[src/sac_pkg.sv]
package sac_pkg;
  localparam int NRACK = 6;
  localparam int NFRAME = 6;
  localparam int NMAINT = 3;
  localparam int AW = 8;
  localparam int DW = 32;
  localparam int TW = 24;
  // timing
  localparam int CLK_HZ = 25_000_000;
  localparam int SAN_TMO_MS = 100;
  localparam int SAN_TMO_CYC = CLK_HZ / 1000 * SAN_TMO_MS;
  // register offsets (byte addresses)
  localparam logic [AW-1:0] OFF_ALARM = 8'h00;
  localparam logic [AW-1:0] OFF_MAINT = 8'h04;
  localparam logic [AW-1:0] OFF_FAN = 8'h08;
  localparam logic [AW-1:0] OFF_LED = 8'h0C;
  localparam logic [AW-1:0] OFF_TMO = 8'h10;
  localparam logic [AW-1:0] OFF_STATUS = 8'h14;
  localparam logic [AW-1:0] OFF_RELAY = 8'h18;
  localparam logic [AW-1:0] OFF_FAN_IN = 8'h1C;

  typedef enum logic [1:0] {
    SAC_LED_OFF,
    SAC_LED_OK,
    SAC_LED_ALARM,
    SAC_LED_BOTH
  } sac_led_mode_t;

  typedef struct packed {
    logic alarm;
    logic green;
  } sac_led_t;

  typedef struct packed {
    logic [5:0] pad3;
    logic pass_en;
    logic aud;
    logic [1:0] pad2;
    logic [NRACK-1:0] minor;
    logic [1:0] pad1;
    logic [NRACK-1:0] major;
    logic [1:0] pad0;
    logic [NRACK-1:0] crit;
  } sac_alarm_reg_t;

  typedef struct packed {
    logic [24:0] pad1;
    logic [NMAINT-1:0] local_req;
    logic pad0;
    logic [NMAINT-1:0] remote_req;
  } sac_maint_reg_t;

  typedef struct packed {
    logic [25:0] pad;
    logic [NFRAME-1:0] off;
  } sac_fan_reg_t;

  typedef struct packed {
    logic [25:0] pad;
    sac_led_mode_t minor;
    sac_led_mode_t major;
    sac_led_mode_t crit;
  } sac_led_reg_t;

  typedef struct packed {
    logic [16:0] pad3;
    logic [NMAINT-1:0] local_on;
    logic pad2;
    logic [NMAINT-1:0] remote_on;
    logic pad1;
    logic [NMAINT-1:0] lamp_fail;
    logic pad0;
    logic master_b;
    logic sane_b;
    logic sane_a;
  } sac_status_t;

  typedef struct packed {
    logic [19:0] pad;
    logic [NFRAME-1:0] level;
    logic [NFRAME-1:0] alarm;
  } sac_fan_in_t;

  typedef struct packed {
    logic wr;
    logic [AW-1:0] addr;
    logic [DW-1:0] wdata;
  } sac_req_t;
endpackage : sac_pkg

[src/sac_ctrl.sv]
// What this block does
// - Six racks each get critical, major, minor relays, plus one audible output.
// - Major and minor relays follow master requests only while some processor is sane.
// - Critical alarms on request, on both processors insane, or on power loss.
// - Critical relay energised only for no alarm; unpowered relay rests alarming.
// - Remote maintenance alarms reach relays only while pass enable is set.
// - Active remote alarm without sensed lamp current reports a lamp failure.
// - Relay state is readable from both processor buses at any time.
// - One fan relay per frame, each set individually.
// - Legacy fan control left open to run; driven only to stop fans.
// - Per-frame fan alarm inputs are readable individually.
// - Five bicolor LEDs; alarm LEDs have four software states, apart from relays.
// - Critical, major LEDs red or green; minor LED amber or green.
// - Each processor LED is green when that processor is master, else off.
// - Buzzer on when both insane, or when sane and master requests it.
// - Alarm updates and status reads travel over the processors' alarm links.
`timescale 1ns/10ps
module sac_ctrl
  import sac_pkg::*;
#(
  parameter logic [TW-1:0] SAN_TMO = TW'(SAN_TMO_CYC)
) (
  input wire logic mclk,
  input wire logic sys_rst,
  input wire logic psel_a,
  input wire logic penable_a,
  input wire logic pwrite_a,
  input wire logic [AW-1:0] paddr_a,
  input wire logic [DW-1:0] pwdata_a,
  output logic [DW-1:0] prdata_a,
  output logic pready_a,
  output logic pslverr_a,
  input wire logic psel_b,
  input wire logic penable_b,
  input wire logic pwrite_b,
  input wire logic [AW-1:0] paddr_b,
  input wire logic [DW-1:0] pwdata_b,
  output logic [DW-1:0] prdata_b,
  output logic pready_b,
  output logic pslverr_b,
  input wire logic proc_b_is_master,
  input wire logic sanity_strobe_a,
  input wire logic sanity_strobe_b,
  input wire logic [NMAINT-1:0] lamp_current,
  input wire logic [NFRAME-1:0] fan_alarm_sense,
  input wire logic [NFRAME-1:0] fan_ctrl_i,
  output logic [NFRAME-1:0] fan_ctrl_o,
  output logic [NFRAME-1:0] fan_ctrl_oe,
  output logic [NRACK-1:0] crit_relay_energize,
  output logic [NRACK-1:0] major_relay,
  output logic [NRACK-1:0] minor_relay,
  output logic audible_alarm,
  output logic [NMAINT-1:0] remote_maint_alarm,
  output logic [NMAINT-1:0] local_maint_alarm,
  output sac_led_t crit_led,
  output sac_led_t major_led,
  output sac_led_t minor_led,
  output logic proc_a_master_led,
  output logic proc_b_master_led
);
  typedef struct packed {
    sac_alarm_reg_t alarm;
    sac_maint_reg_t maint;
    sac_fan_reg_t fan;
    sac_led_reg_t led;
    logic [TW-1:0] tmo;
    logic [NRACK-1:0] crit_en;
    logic [NRACK-1:0] major;
    logic [NRACK-1:0] minor;
    logic audible;
    logic [NMAINT-1:0] remote_on;
    logic [NMAINT-1:0] local_on;
    logic [NMAINT-1:0] lamp_fail;
    logic [NFRAME-1:0] fan_oe;
    sac_led_t led_crit;
    sac_led_t led_major;
    sac_led_t led_minor;
    logic master_led_a;
    logic master_led_b;
  } sac_state_t;

  sac_state_t q;
  sac_state_t d;
  sac_req_t req_a;
  sac_req_t req_b;
  sac_req_t mreq;
  sac_req_t sreq;
  logic sane_a;
  logic sane_b;
  logic any_sane;
  logic none_sane;
  sac_status_t status_w;
  sac_alarm_reg_t relay_w;
  sac_fan_in_t fan_in_w;
  logic [DW:0] rd_a;
  logic [DW:0] rd_b;
  sac_alarm_reg_t alarm_wr_w;
  sac_maint_reg_t maint_wr_w;

  sac_sanity u_san_a (
    .mclk(mclk),
    .sys_rst(sys_rst),
    .strobe(sanity_strobe_a),
    .timeout(q.tmo),
    .sane(sane_a)
  );

  sac_sanity u_san_b (
    .mclk(mclk),
    .sys_rst(sys_rst),
    .strobe(sanity_strobe_b),
    .timeout(q.tmo),
    .sane(sane_b)
  );

  // both processors read through identical ports
  sac_apb_port u_port_a (
    .mclk(mclk),
    .sys_rst(sys_rst),
    .psel(psel_a),
    .penable(penable_a),
    .pwrite(pwrite_a),
    .paddr(paddr_a),
    .pwdata(pwdata_a),
    .prdata(prdata_a),
    .pready(pready_a),
    .pslverr(pslverr_a),
    .req(req_a),
    .rd_data(rd_a[DW-1:0]),
    .rd_hit(rd_a[DW])
  );

  sac_apb_port u_port_b (
    .mclk(mclk),
    .sys_rst(sys_rst),
    .psel(psel_b),
    .penable(penable_b),
    .pwrite(pwrite_b),
    .paddr(paddr_b),
    .pwdata(pwdata_b),
    .prdata(prdata_b),
    .pready(pready_b),
    .pslverr(pslverr_b),
    .req(req_b),
    .rd_data(rd_b[DW-1:0]),
    .rd_hit(rd_b[DW])
  );

  function automatic sac_led_t led_map(input sac_led_mode_t m);
    sac_led_t r;
    r.green = (m == SAC_LED_OK) || (m == SAC_LED_BOTH);
    r.alarm = (m == SAC_LED_ALARM) || (m == SAC_LED_BOTH);
    return r;
  endfunction : led_map

  function automatic logic [DW:0] rd_word(
    input logic [AW-1:0] a,
    input sac_state_t s,
    input logic [DW-1:0] st,
    input logic [DW-1:0] rl,
    input logic [DW-1:0] fi
  );
    logic [DW:0] r;
    r = '0;
    case (a)
      OFF_ALARM: r = {1'h1, s.alarm};
      OFF_MAINT: r = {1'h1, s.maint};
      OFF_FAN: r = {1'h1, s.fan};
      OFF_LED: r = {1'h1, s.led};
      OFF_TMO: r = {1'h1, DW'(s.tmo)};
      OFF_STATUS: r = {1'h1, st};
      OFF_RELAY: r = {1'h1, rl};
      OFF_FAN_IN: r = {1'h1, fi};
      default: r = '0;
    endcase
    return r;
  endfunction : rd_word

  assign any_sane = sane_a || sane_b;
  assign none_sane = !any_sane;
  assign mreq = proc_b_is_master ? req_b : req_a;
  assign sreq = proc_b_is_master ? req_a : req_b;
  assign alarm_wr_w = sac_alarm_reg_t'(mreq.wdata);
  assign maint_wr_w = sac_maint_reg_t'(mreq.wdata);

  always_comb begin
    status_w = '0;
    status_w.sane_a = sane_a;
    status_w.sane_b = sane_b;
    status_w.master_b = proc_b_is_master;
    status_w.lamp_fail = q.lamp_fail;
    status_w.remote_on = q.remote_on;
    status_w.local_on = q.local_on;
    relay_w = '0;
    relay_w.crit = ~q.crit_en;
    relay_w.major = q.major;
    relay_w.minor = q.minor;
    relay_w.aud = q.audible;
    relay_w.pass_en = q.alarm.pass_en;
    fan_in_w = '0;
    fan_in_w.alarm = fan_alarm_sense;
    fan_in_w.level = fan_ctrl_i;
    rd_a = rd_word(paddr_a, q, status_w, relay_w, fan_in_w);
    rd_b = rd_word(paddr_b, q, status_w, relay_w, fan_in_w);
  end

  always_comb begin
    d = q;
    if (mreq.wr) begin
      case (mreq.addr)
        OFF_ALARM: d.alarm = sac_alarm_reg_t'(mreq.wdata);
        OFF_MAINT: d.maint = sac_maint_reg_t'(mreq.wdata);
        OFF_FAN: d.fan = sac_fan_reg_t'(mreq.wdata);
        OFF_LED: d.led = sac_led_reg_t'(mreq.wdata);
        OFF_TMO: d.tmo = mreq.wdata[TW-1:0];
        default: d = q;
      endcase
    end
    // reserved bits always read back as zero
    d.alarm.pad0 = '0;
    d.alarm.pad1 = '0;
    d.alarm.pad2 = '0;
    d.alarm.pad3 = '0;
    d.maint.pad0 = '0;
    d.maint.pad1 = '0;
    d.fan.pad = '0;
    d.led.pad = '0;
    // relay drive is low-true for critical so a dead card alarms
    d.crit_en = ~(q.alarm.crit | {NRACK{none_sane}});
    d.major = q.alarm.major & {NRACK{any_sane}};
    d.minor = q.alarm.minor & {NRACK{any_sane}};
    d.audible = none_sane || (any_sane && q.alarm.aud);
    d.remote_on = q.maint.remote_req & {NMAINT{q.alarm.pass_en}};
    d.local_on = q.maint.local_req;
    d.lamp_fail = q.remote_on & ~lamp_current;
    d.fan_oe = q.fan.off;
    d.led_crit = led_map(q.led.crit);
    d.led_major = led_map(q.led.major);
    d.led_minor = led_map(q.led.minor);
    d.master_led_a = !proc_b_is_master;
    d.master_led_b = proc_b_is_master;
  end

  always_ff @(posedge mclk) begin
    if (sys_rst) begin
      q <= '0;
      q.tmo <= SAN_TMO;
    end else begin
      q <= d;
    end
  end

  // open drain: low only while enabled
  assign fan_ctrl_o = '0;
  assign fan_ctrl_oe = q.fan_oe;
  assign crit_relay_energize = q.crit_en;
  assign major_relay = q.major;
  assign minor_relay = q.minor;
  assign audible_alarm = q.audible;
  assign remote_maint_alarm = q.remote_on;
  assign local_maint_alarm = q.local_on;
  assign crit_led = q.led_crit;
  assign major_led = q.led_major;
  assign minor_led = q.led_minor;
  assign proc_a_master_led = q.master_led_a;
  assign proc_b_master_led = q.master_led_b;
endmodule : sac_ctrl

[src/sac_sanity.sv]
`timescale 1ns/10ps
module sac_sanity
  import sac_pkg::*;
(
  input wire logic mclk,
  input wire logic sys_rst,
  input wire logic strobe,
  input wire logic [TW-1:0] timeout,
  output logic sane
);
  typedef struct packed {
    logic [TW-1:0] cnt;
    logic sane;
  } sac_san_st_t;

  sac_san_st_t q;
  sac_san_st_t d;

  always_comb begin
    d = q;
    if (strobe) begin
      d.cnt = '0;
      d.sane = 1'h1;
    end else if (q.cnt >= timeout) begin
      d.sane = 1'h0;
    end else begin
      d.cnt = q.cnt + 1'h1;
    end
  end

  always_ff @(posedge mclk) begin
    if (sys_rst) begin
      q <= '{cnt: '0, sane: 1'h1};
    end else begin
      q <= d;
    end
  end

  assign sane = q.sane;
endmodule : sac_sanity

[src/sac_apb_port.sv]
`timescale 1ns/10ps
module sac_apb_port
  import sac_pkg::*;
(
  input wire logic mclk,
  input wire logic sys_rst,
  input wire logic psel,
  input wire logic penable,
  input wire logic pwrite,
  input wire logic [AW-1:0] paddr,
  input wire logic [DW-1:0] pwdata,
  output logic [DW-1:0] prdata,
  output logic pready,
  output logic pslverr,
  output sac_req_t req,
  input wire logic [DW-1:0] rd_data,
  input wire logic rd_hit
);
  typedef struct packed {
    logic pready;
    logic pslverr;
    logic [DW-1:0] prdata;
  } sac_port_st_t;

  sac_port_st_t q;
  sac_port_st_t d;

  // answer in the first cycle of the access phase
  always_comb begin
    d = q;
    d.pready = 1'h0;
    if (psel && !penable) begin
      d.pready = 1'h1;
      d.pslverr = !rd_hit;
      d.prdata = (pwrite || !rd_hit) ? '0 : rd_data;
    end
  end

  always_ff @(posedge mclk) begin
    if (sys_rst) begin
      q <= '0;
    end else begin
      q <= d;
    end
  end

  assign prdata = q.prdata;
  assign pready = q.pready;
  assign pslverr = q.pslverr;
  assign req.wr = psel && penable && q.pready && pwrite && !q.pslverr;
  assign req.addr = paddr;
  assign req.wdata = pwdata;
endmodule : sac_apb_port

[config.mk]
export PLATFORM = sky130hd
export DESIGN_NAME = sac_ctrl
export DESIGN_NICKNAME = d
export VERILOG_FILES = /design/src/sac_pkg.sv /design/src/sac_ctrl.sv /design/src/sac_sanity.sv /design/src/sac_apb_port.sv
export SDC_FILE = /design/constraint.sdc
export NUM_CORES = 1
export LEC_CHECK = 0
export BUFFER_PORTS_ARGS = -buffer_cell sky130_fd_sc_hd__buf_4
export CAP_MARGIN = 10
export CORE_ASPECT_RATIO = 0.8
export CORE_UTILIZATION = 55
export DETAILED_ROUTE_END_ITERATION = 7
export GPL_TIMING_DRIVEN = 0
export PLACE_DENSITY = 0.82
export SETUP_SLACK_MARGIN = 0.05
export SYNTH_ARGS = -nofsm -noshare
export SYNTH_HDL_FRONTEND = slang
export SYNTH_SLANG_ARGS = --single-unit
[constraint.sdc]
create_clock -name mclk -period 3.1 [get_ports mclk]
set_input_delay 0.31 -clock mclk [delete_from_list [all_inputs] [get_ports mclk]]
set_output_delay 0.31 -clock mclk [all_outputs]
set_load 0.03 [all_outputs]
[Word level (Yosys, flattened, before mapping)]
Cells that the tools add are included.
Operators by class
  add/subtract/negate cells: 2
  multiply operators: 0
  div/mod/pow operators: 0
  order comparisons: 2
  equality and inequality tests: 27
  shifts and indexed selects: 0
  multiplexer cells: 7
  bitwise logic cells: 8
  reduce and logical (&&, ||, !) cells: 39
Operators by type and width (count)
  case mux 33 bit (8 select lines): 2
  equality test 8 x 5 -> 1 bit, second input constant: 9
  two-way mux 34 bit: 2
  two-way mux 32 bit: 2
  adder 24 x 1 -> 24 bit, second input constant: 2
  equality test 8 x 4 -> 1 bit, second input constant: 6
  >= comparator 24 bit: 2
  two-way mux 41 bit: 1
  equality test 8 x 3 -> 1 bit, second input constant: 3
  logical NOT 8 bit: 3
  AND 6 bit: 2
  equality test 2 bit, second input constant: 6
  NOT 6 bit: 2
  logical AND 1 bit: 11
  logical OR 1 bit: 10
  AND reduction 2 bit: 5
  logical NOT 1 bit: 8
  AND 3 bit: 2
  equality test 2 x 1 -> 1 bit, second input constant: 3
  bitwise OR 6 bit: 1
  OR reduction 2 bit: 2
  NOT 3 bit: 1
Storage, ports and cells
  bits in registers: 312
  bits in latches: 0
  bits in writable memories: 0
  ROM bits: 0
  input bits: 106
  output and inout bits: 113
  memories: 0

[Depth between registers and ports, before layout]
  depth after elaboration: 7
  mapped depth: 10
  depth with buffers taken out: 8

[Modules after synthesis]
A second synthesis with hierarchy kept.
Unflattened totals
  cell total of the unflattened synthesis: 1404
  area total of the unflattened synthesis: 12717.2 µm²
Modules (own cells, without submodules)
  sac_ctrl: instances 1, cells an instance 692, area each 6135.9 µm², sequential area each 2082.0 µm²
  sac_apb_port: instances 2, cells an instance 121, area each 1370.1 µm², sequential area each 680.7 µm²
  sac_sanity at u_san_a: instances 1, cells an instance 235, area each 1926.8 µm², sequential area each 500.5 µm²
  sac_sanity at u_san_b: instances 1, cells an instance 235, area each 1914.3 µm², sequential area each 500.5 µm²

[Worst setup path before layout]
Ideal clock, no wire load.
  path type: reg2reg
  start: register u_san_b.q[1] (netlist name)
  end: register u_san_b.q[19] (netlist name)
  library setup time: 70 ps
  data arrival time: 2241 ps
  setup slack: 789 ps
  stages on the path, launching flop included: 10
  buffers on the path: 1
  clock period less this slack: 2311 ps
  path through: dfxtp_1 > inv_1 > ha_1 > nand2b_1 > a2111o_1 > a21oi_2 > o211ai_2 > clkbuf_2 > or4_1 > a21oi_1
On the way
  cells in the longest elaborated chain, start to end: 1
  elaborated cells between the ends (all ways): 2
  those cells by class: add/sub (1); order compare (1)
Ends and longest elaborated chain
  from (decl): line sac_sanity.sv:16  | sac_san_st_t q;
  from (signal assigned): line sac_sanity.sv:33  | q <= '{cnt: '0, sane: 1'h1};
  adder 24 x 1 -> 24 bit or >= comparator 24 bit (tied branches): line sac_sanity.sv:27, sac_sanity.sv:24
Several ways; a longest one is shown, not always the timed one.
A chain may end at the register's enable or synchronous reset.

[Worst setup path after layout]
  start: register q[64] (netlist name)
  end: register u_san_b.q[2] (netlist name)
On the way
  cells in the longest elaborated chain, start to end: 1
Ends and longest elaborated chain
  from (decl): line sac_ctrl.sv:82  | sac_state_t q;
  >= comparator 24 bit: line sac_sanity.sv:24  | end else if (q.cnt >= timeout) begin
Every way passes these cells.

==> flow_metrics.env <==
export IMPL_fin_nets=1626
export IMPL_holdPathStages=3
export IMPL_worstHoldStart="sanity_strobe_b"
export IMPL_r2r_start="q[64]"
export IMPL_grt_first_pass_wirelength_microns=57790
export IMPL_syn_inst=1239
export IMPL_fin_skew_ns=0.006395
export IMPL_ys_ff_latch=210
export IMPL_netlist_area_sq_mm=0.01104
export IMPL_setup_viol=0
export IMPL_worstSkewPairLatency_ns=0.51
export IMPL_hold_violations=0
export IMPL_max_freq_mhz=342.3
export IMPL_portBuffers=187
export IMPL_worstPathMaxFanout=10
export IMPL_antenna_found_initial=0
export IMPL_synth_most_common_cell="dfxtp_1"
export IMPL_dr_first_iter_drc_count=1567
export IMPL_firstDrtPassIters=7
export IMPL_grt_max_degree=16
export IMPL_crit_path_end_kind="flip-flop"
export IMPL_antenna_left=0
export IMPL_place_congestion=1.000
export IMPL_synth_area_per_cell_sq_um=8.907
export IMPL_arrival_ns=3.31
export IMPL_final_setup_worst_slack_ns=0.1782
export IMPL_wirelength_microns=38430
export IMPL_area_growth_pct=23.87
export IMPL_pre_cts_slack_ns=0.1180
export IMPL_finalCritPeriodShare=0.9425
export IMPL_synth_common_cells="dfxtp_1, nor2_1, a21oi_1"
export IMPL_rows=45
export IMPL_max_cap_viol_count=0
export IMPL_ys_seq_area_frac=0.3810
export IMPL_synth_edf_count=0
export IMPL_synth_area_leaders="dfxtp_1, ha_1, mux2i_1, nor2_1, a21oi_1"
export IMPL_die_width_microns=160.4
export IMPL_yosysWarnings=0
export IMPL_cp_start_kind="flip-flop"
export IMPL_worst_pin_slew_ns=1.224
export IMPL_first_global_vias=10218
export IMPL_outcome="finished clean"
export IMPL_vias=11056
export IMPL_cts_root_buf="clkbuf_16"
export IMPL_r2r_slack_ns=0.18
export IMPL_grt_usage=0.3640
export IMPL_leakage_nw=5.683
export IMPL_ir_worst_vdd_mv=0.3637
export IMPL_whs_endpoint="u_san_b.sane"
export IMPL_wire_per_inst_microns=22.04
export IMPL_core_area_sq_mm=0.01931
export IMPL_clk_path_buf_depth=3
export IMPL_drc=0
export IMPL_crit_type="flip-flop to flip-flop"
export IMPL_synth_largest_area_cell="dfxtp_1"
export IMPL_slew_violations=0
export IMPL_start_util=0.5714
export IMPL_timing_rr_end="u_san_b.q[2]"
export IMPL_clock_sinks=210
export IMPL_numCtsBuffers=22
export IMPL_synth_flop_cell="dfxtp_1"
export IMPL_antenna_cells=0
export IMPL_vias_per_cell=6.339
export IMPL_power_density_mw_per_mm2=446.1
export IMPL_synth_top_cell_area_share=0.3810
export IMPL_clkTransAtPathRegs_ns=0.07
export IMPL_dieArea_sq_mm=0.02064
export IMPL_drive_gt1_frac=0.2423
export IMPL_hpwl_microns=29150
export IMPL_die_h_microns=128.7
export IMPL_cts_tree="done"
export IMPL_reg2reg_depth=10
export IMPL_synthDistinctLibCells=70
export IMPL_rsz0062_at_grt="false"
export IMPL_io_pins=219
export IMPL_relSlewSlack=0.1772
export IMPL_hp_class="primary input to flip-flop"
export IMPL_cts_max_level=1
export IMPL_period_minus_slack_ns=2.922
export IMPL_ys_async_sr_fraction=0
export IMPL_required_ns=3.49
export IMPL_overflow=0
export IMPL_startpoint="q[64]"
export IMPL_timing_setup_tns_ns=0
export IMPL_cts_setup_buffers=0
[kinds of logic after synthesis]
family | after synthesis | share of synthesized area
AOI/OAI and AO/OA | 294 | 0.1882
muxes | 88 | 0.09399
xor gates and xnor gates | 1 | 0.0007938
buffers and inverters | 168 | 0.07846
other | 1 | 0.0003398
DFF | 210 | 0.3810
and+or+nand+nor | 427 | 0.2006
adders and majority gates | 50 | 0.05669
[how the worst max path moves through the flow]
stage	cells past startpoint	end
after floorplan	9	u_san_b.q[19]
after CTS	10	u_san_b.q[2]
final	10	u_san_b.q[2]
after global placement	8	u_port_b.prdata[2]
after detailed placement	7	q[130]
after global routing	10	u_san_b.q[23]
[report_power, final]
part           internal (W)  switching (W)
Sequential          0.00271     0.00000983
Clock               0.00174        0.00116
Combinational      0.000187       0.000292
Total               0.00464        0.00146
[metrics by stage]
| stage | instances | cell area [sq um] | total power, W | utilization | hold slack (ns) |
|---|---|---|---|---|---|
| after global placement | 1701 | 12830 | 0.003233 | 0.6641 | 0.4374 |
| after detailed placement | 1701 | 12830 | 0.003239 | 0.6641 | 0.4493 |
| after floorplan | 1256 | 11100 | 0.003022 | - | 0.3861 |
| after CTS | 1744 | 13650 | 0.006081 | 0.7068 | 0.06562 |
| final | 1744 | 13670 | 0.006098 | 0.7078 | 0.07529 |
| after global routing | 1744 | 13670 | 0.006209 | 0.7078 | 0.07930 |
[per-layer routing]
metal | global-route usage | up-vias | wire length (microns)
met2 | 0.5586 | 805 | 16260
met3 | 0.08414 | 136 | 4918
met1 | 0.4936 | 5154 | 15530
li1 | - | 4961 | -
met5 | 0 | - | 0
met4 | 0.1541 | 0 | 1717
[final cells by class]
class | count | area, sq um
multi-input cells | 878 | 6048
fillers | 1556 | 5643
flip-flops and latches | 210 | 4204
repair buffers | 190 | 1434
plain buffers | 128 | 715.7
clock buffers | 26 | 606.8
well taps | 258 | 322.8
clock inverters | 14 | 187.7
inverters | 40 | 150.1
[what timing repair did]
action                                 in CTS  in global routing
gates resized for setup                     0                  3
hold buffers                                3                  0
setup endpoints to repair                   0                 12
endpoints found under the hold margin       3                  0
[cells in the final DEF, fill, tap and decap left out, types with 32 or more instances in the layout]
master / instances
buf_4: 243
dfxtp_1: 210
nor2_1: 123
a21oi_1: 86
nand2_1: 80
mux2i_1: 53
clkbuf_1: 53
ha_1: 50
inv_1: 39
nand3_1: 38
or4_1: 32
[flip-flops by register name (all words and copies together), names as in the netlist, 9 cells and up]
signal,cells
q,56
u_port_a.prdata,26
u_port_b.prdata,26
u_san_a.q,24
u_san_b.q,24
d,9
[worst max-delay path, cell delays in order (launching register included)]
cell	delay, ns
dfxtp_1	0.37
inv_1	0.17
ha_1	0.36
nand4_1	0.18
nor4_1	0.40
nand2_1	0.15
o211ai_4	0.32
clkbuf_2	0.30
buf_2	0.28
mux2i_1	0.21
nor2_1	0.05
Note: power is estimated with default switching activity, not from simulation.
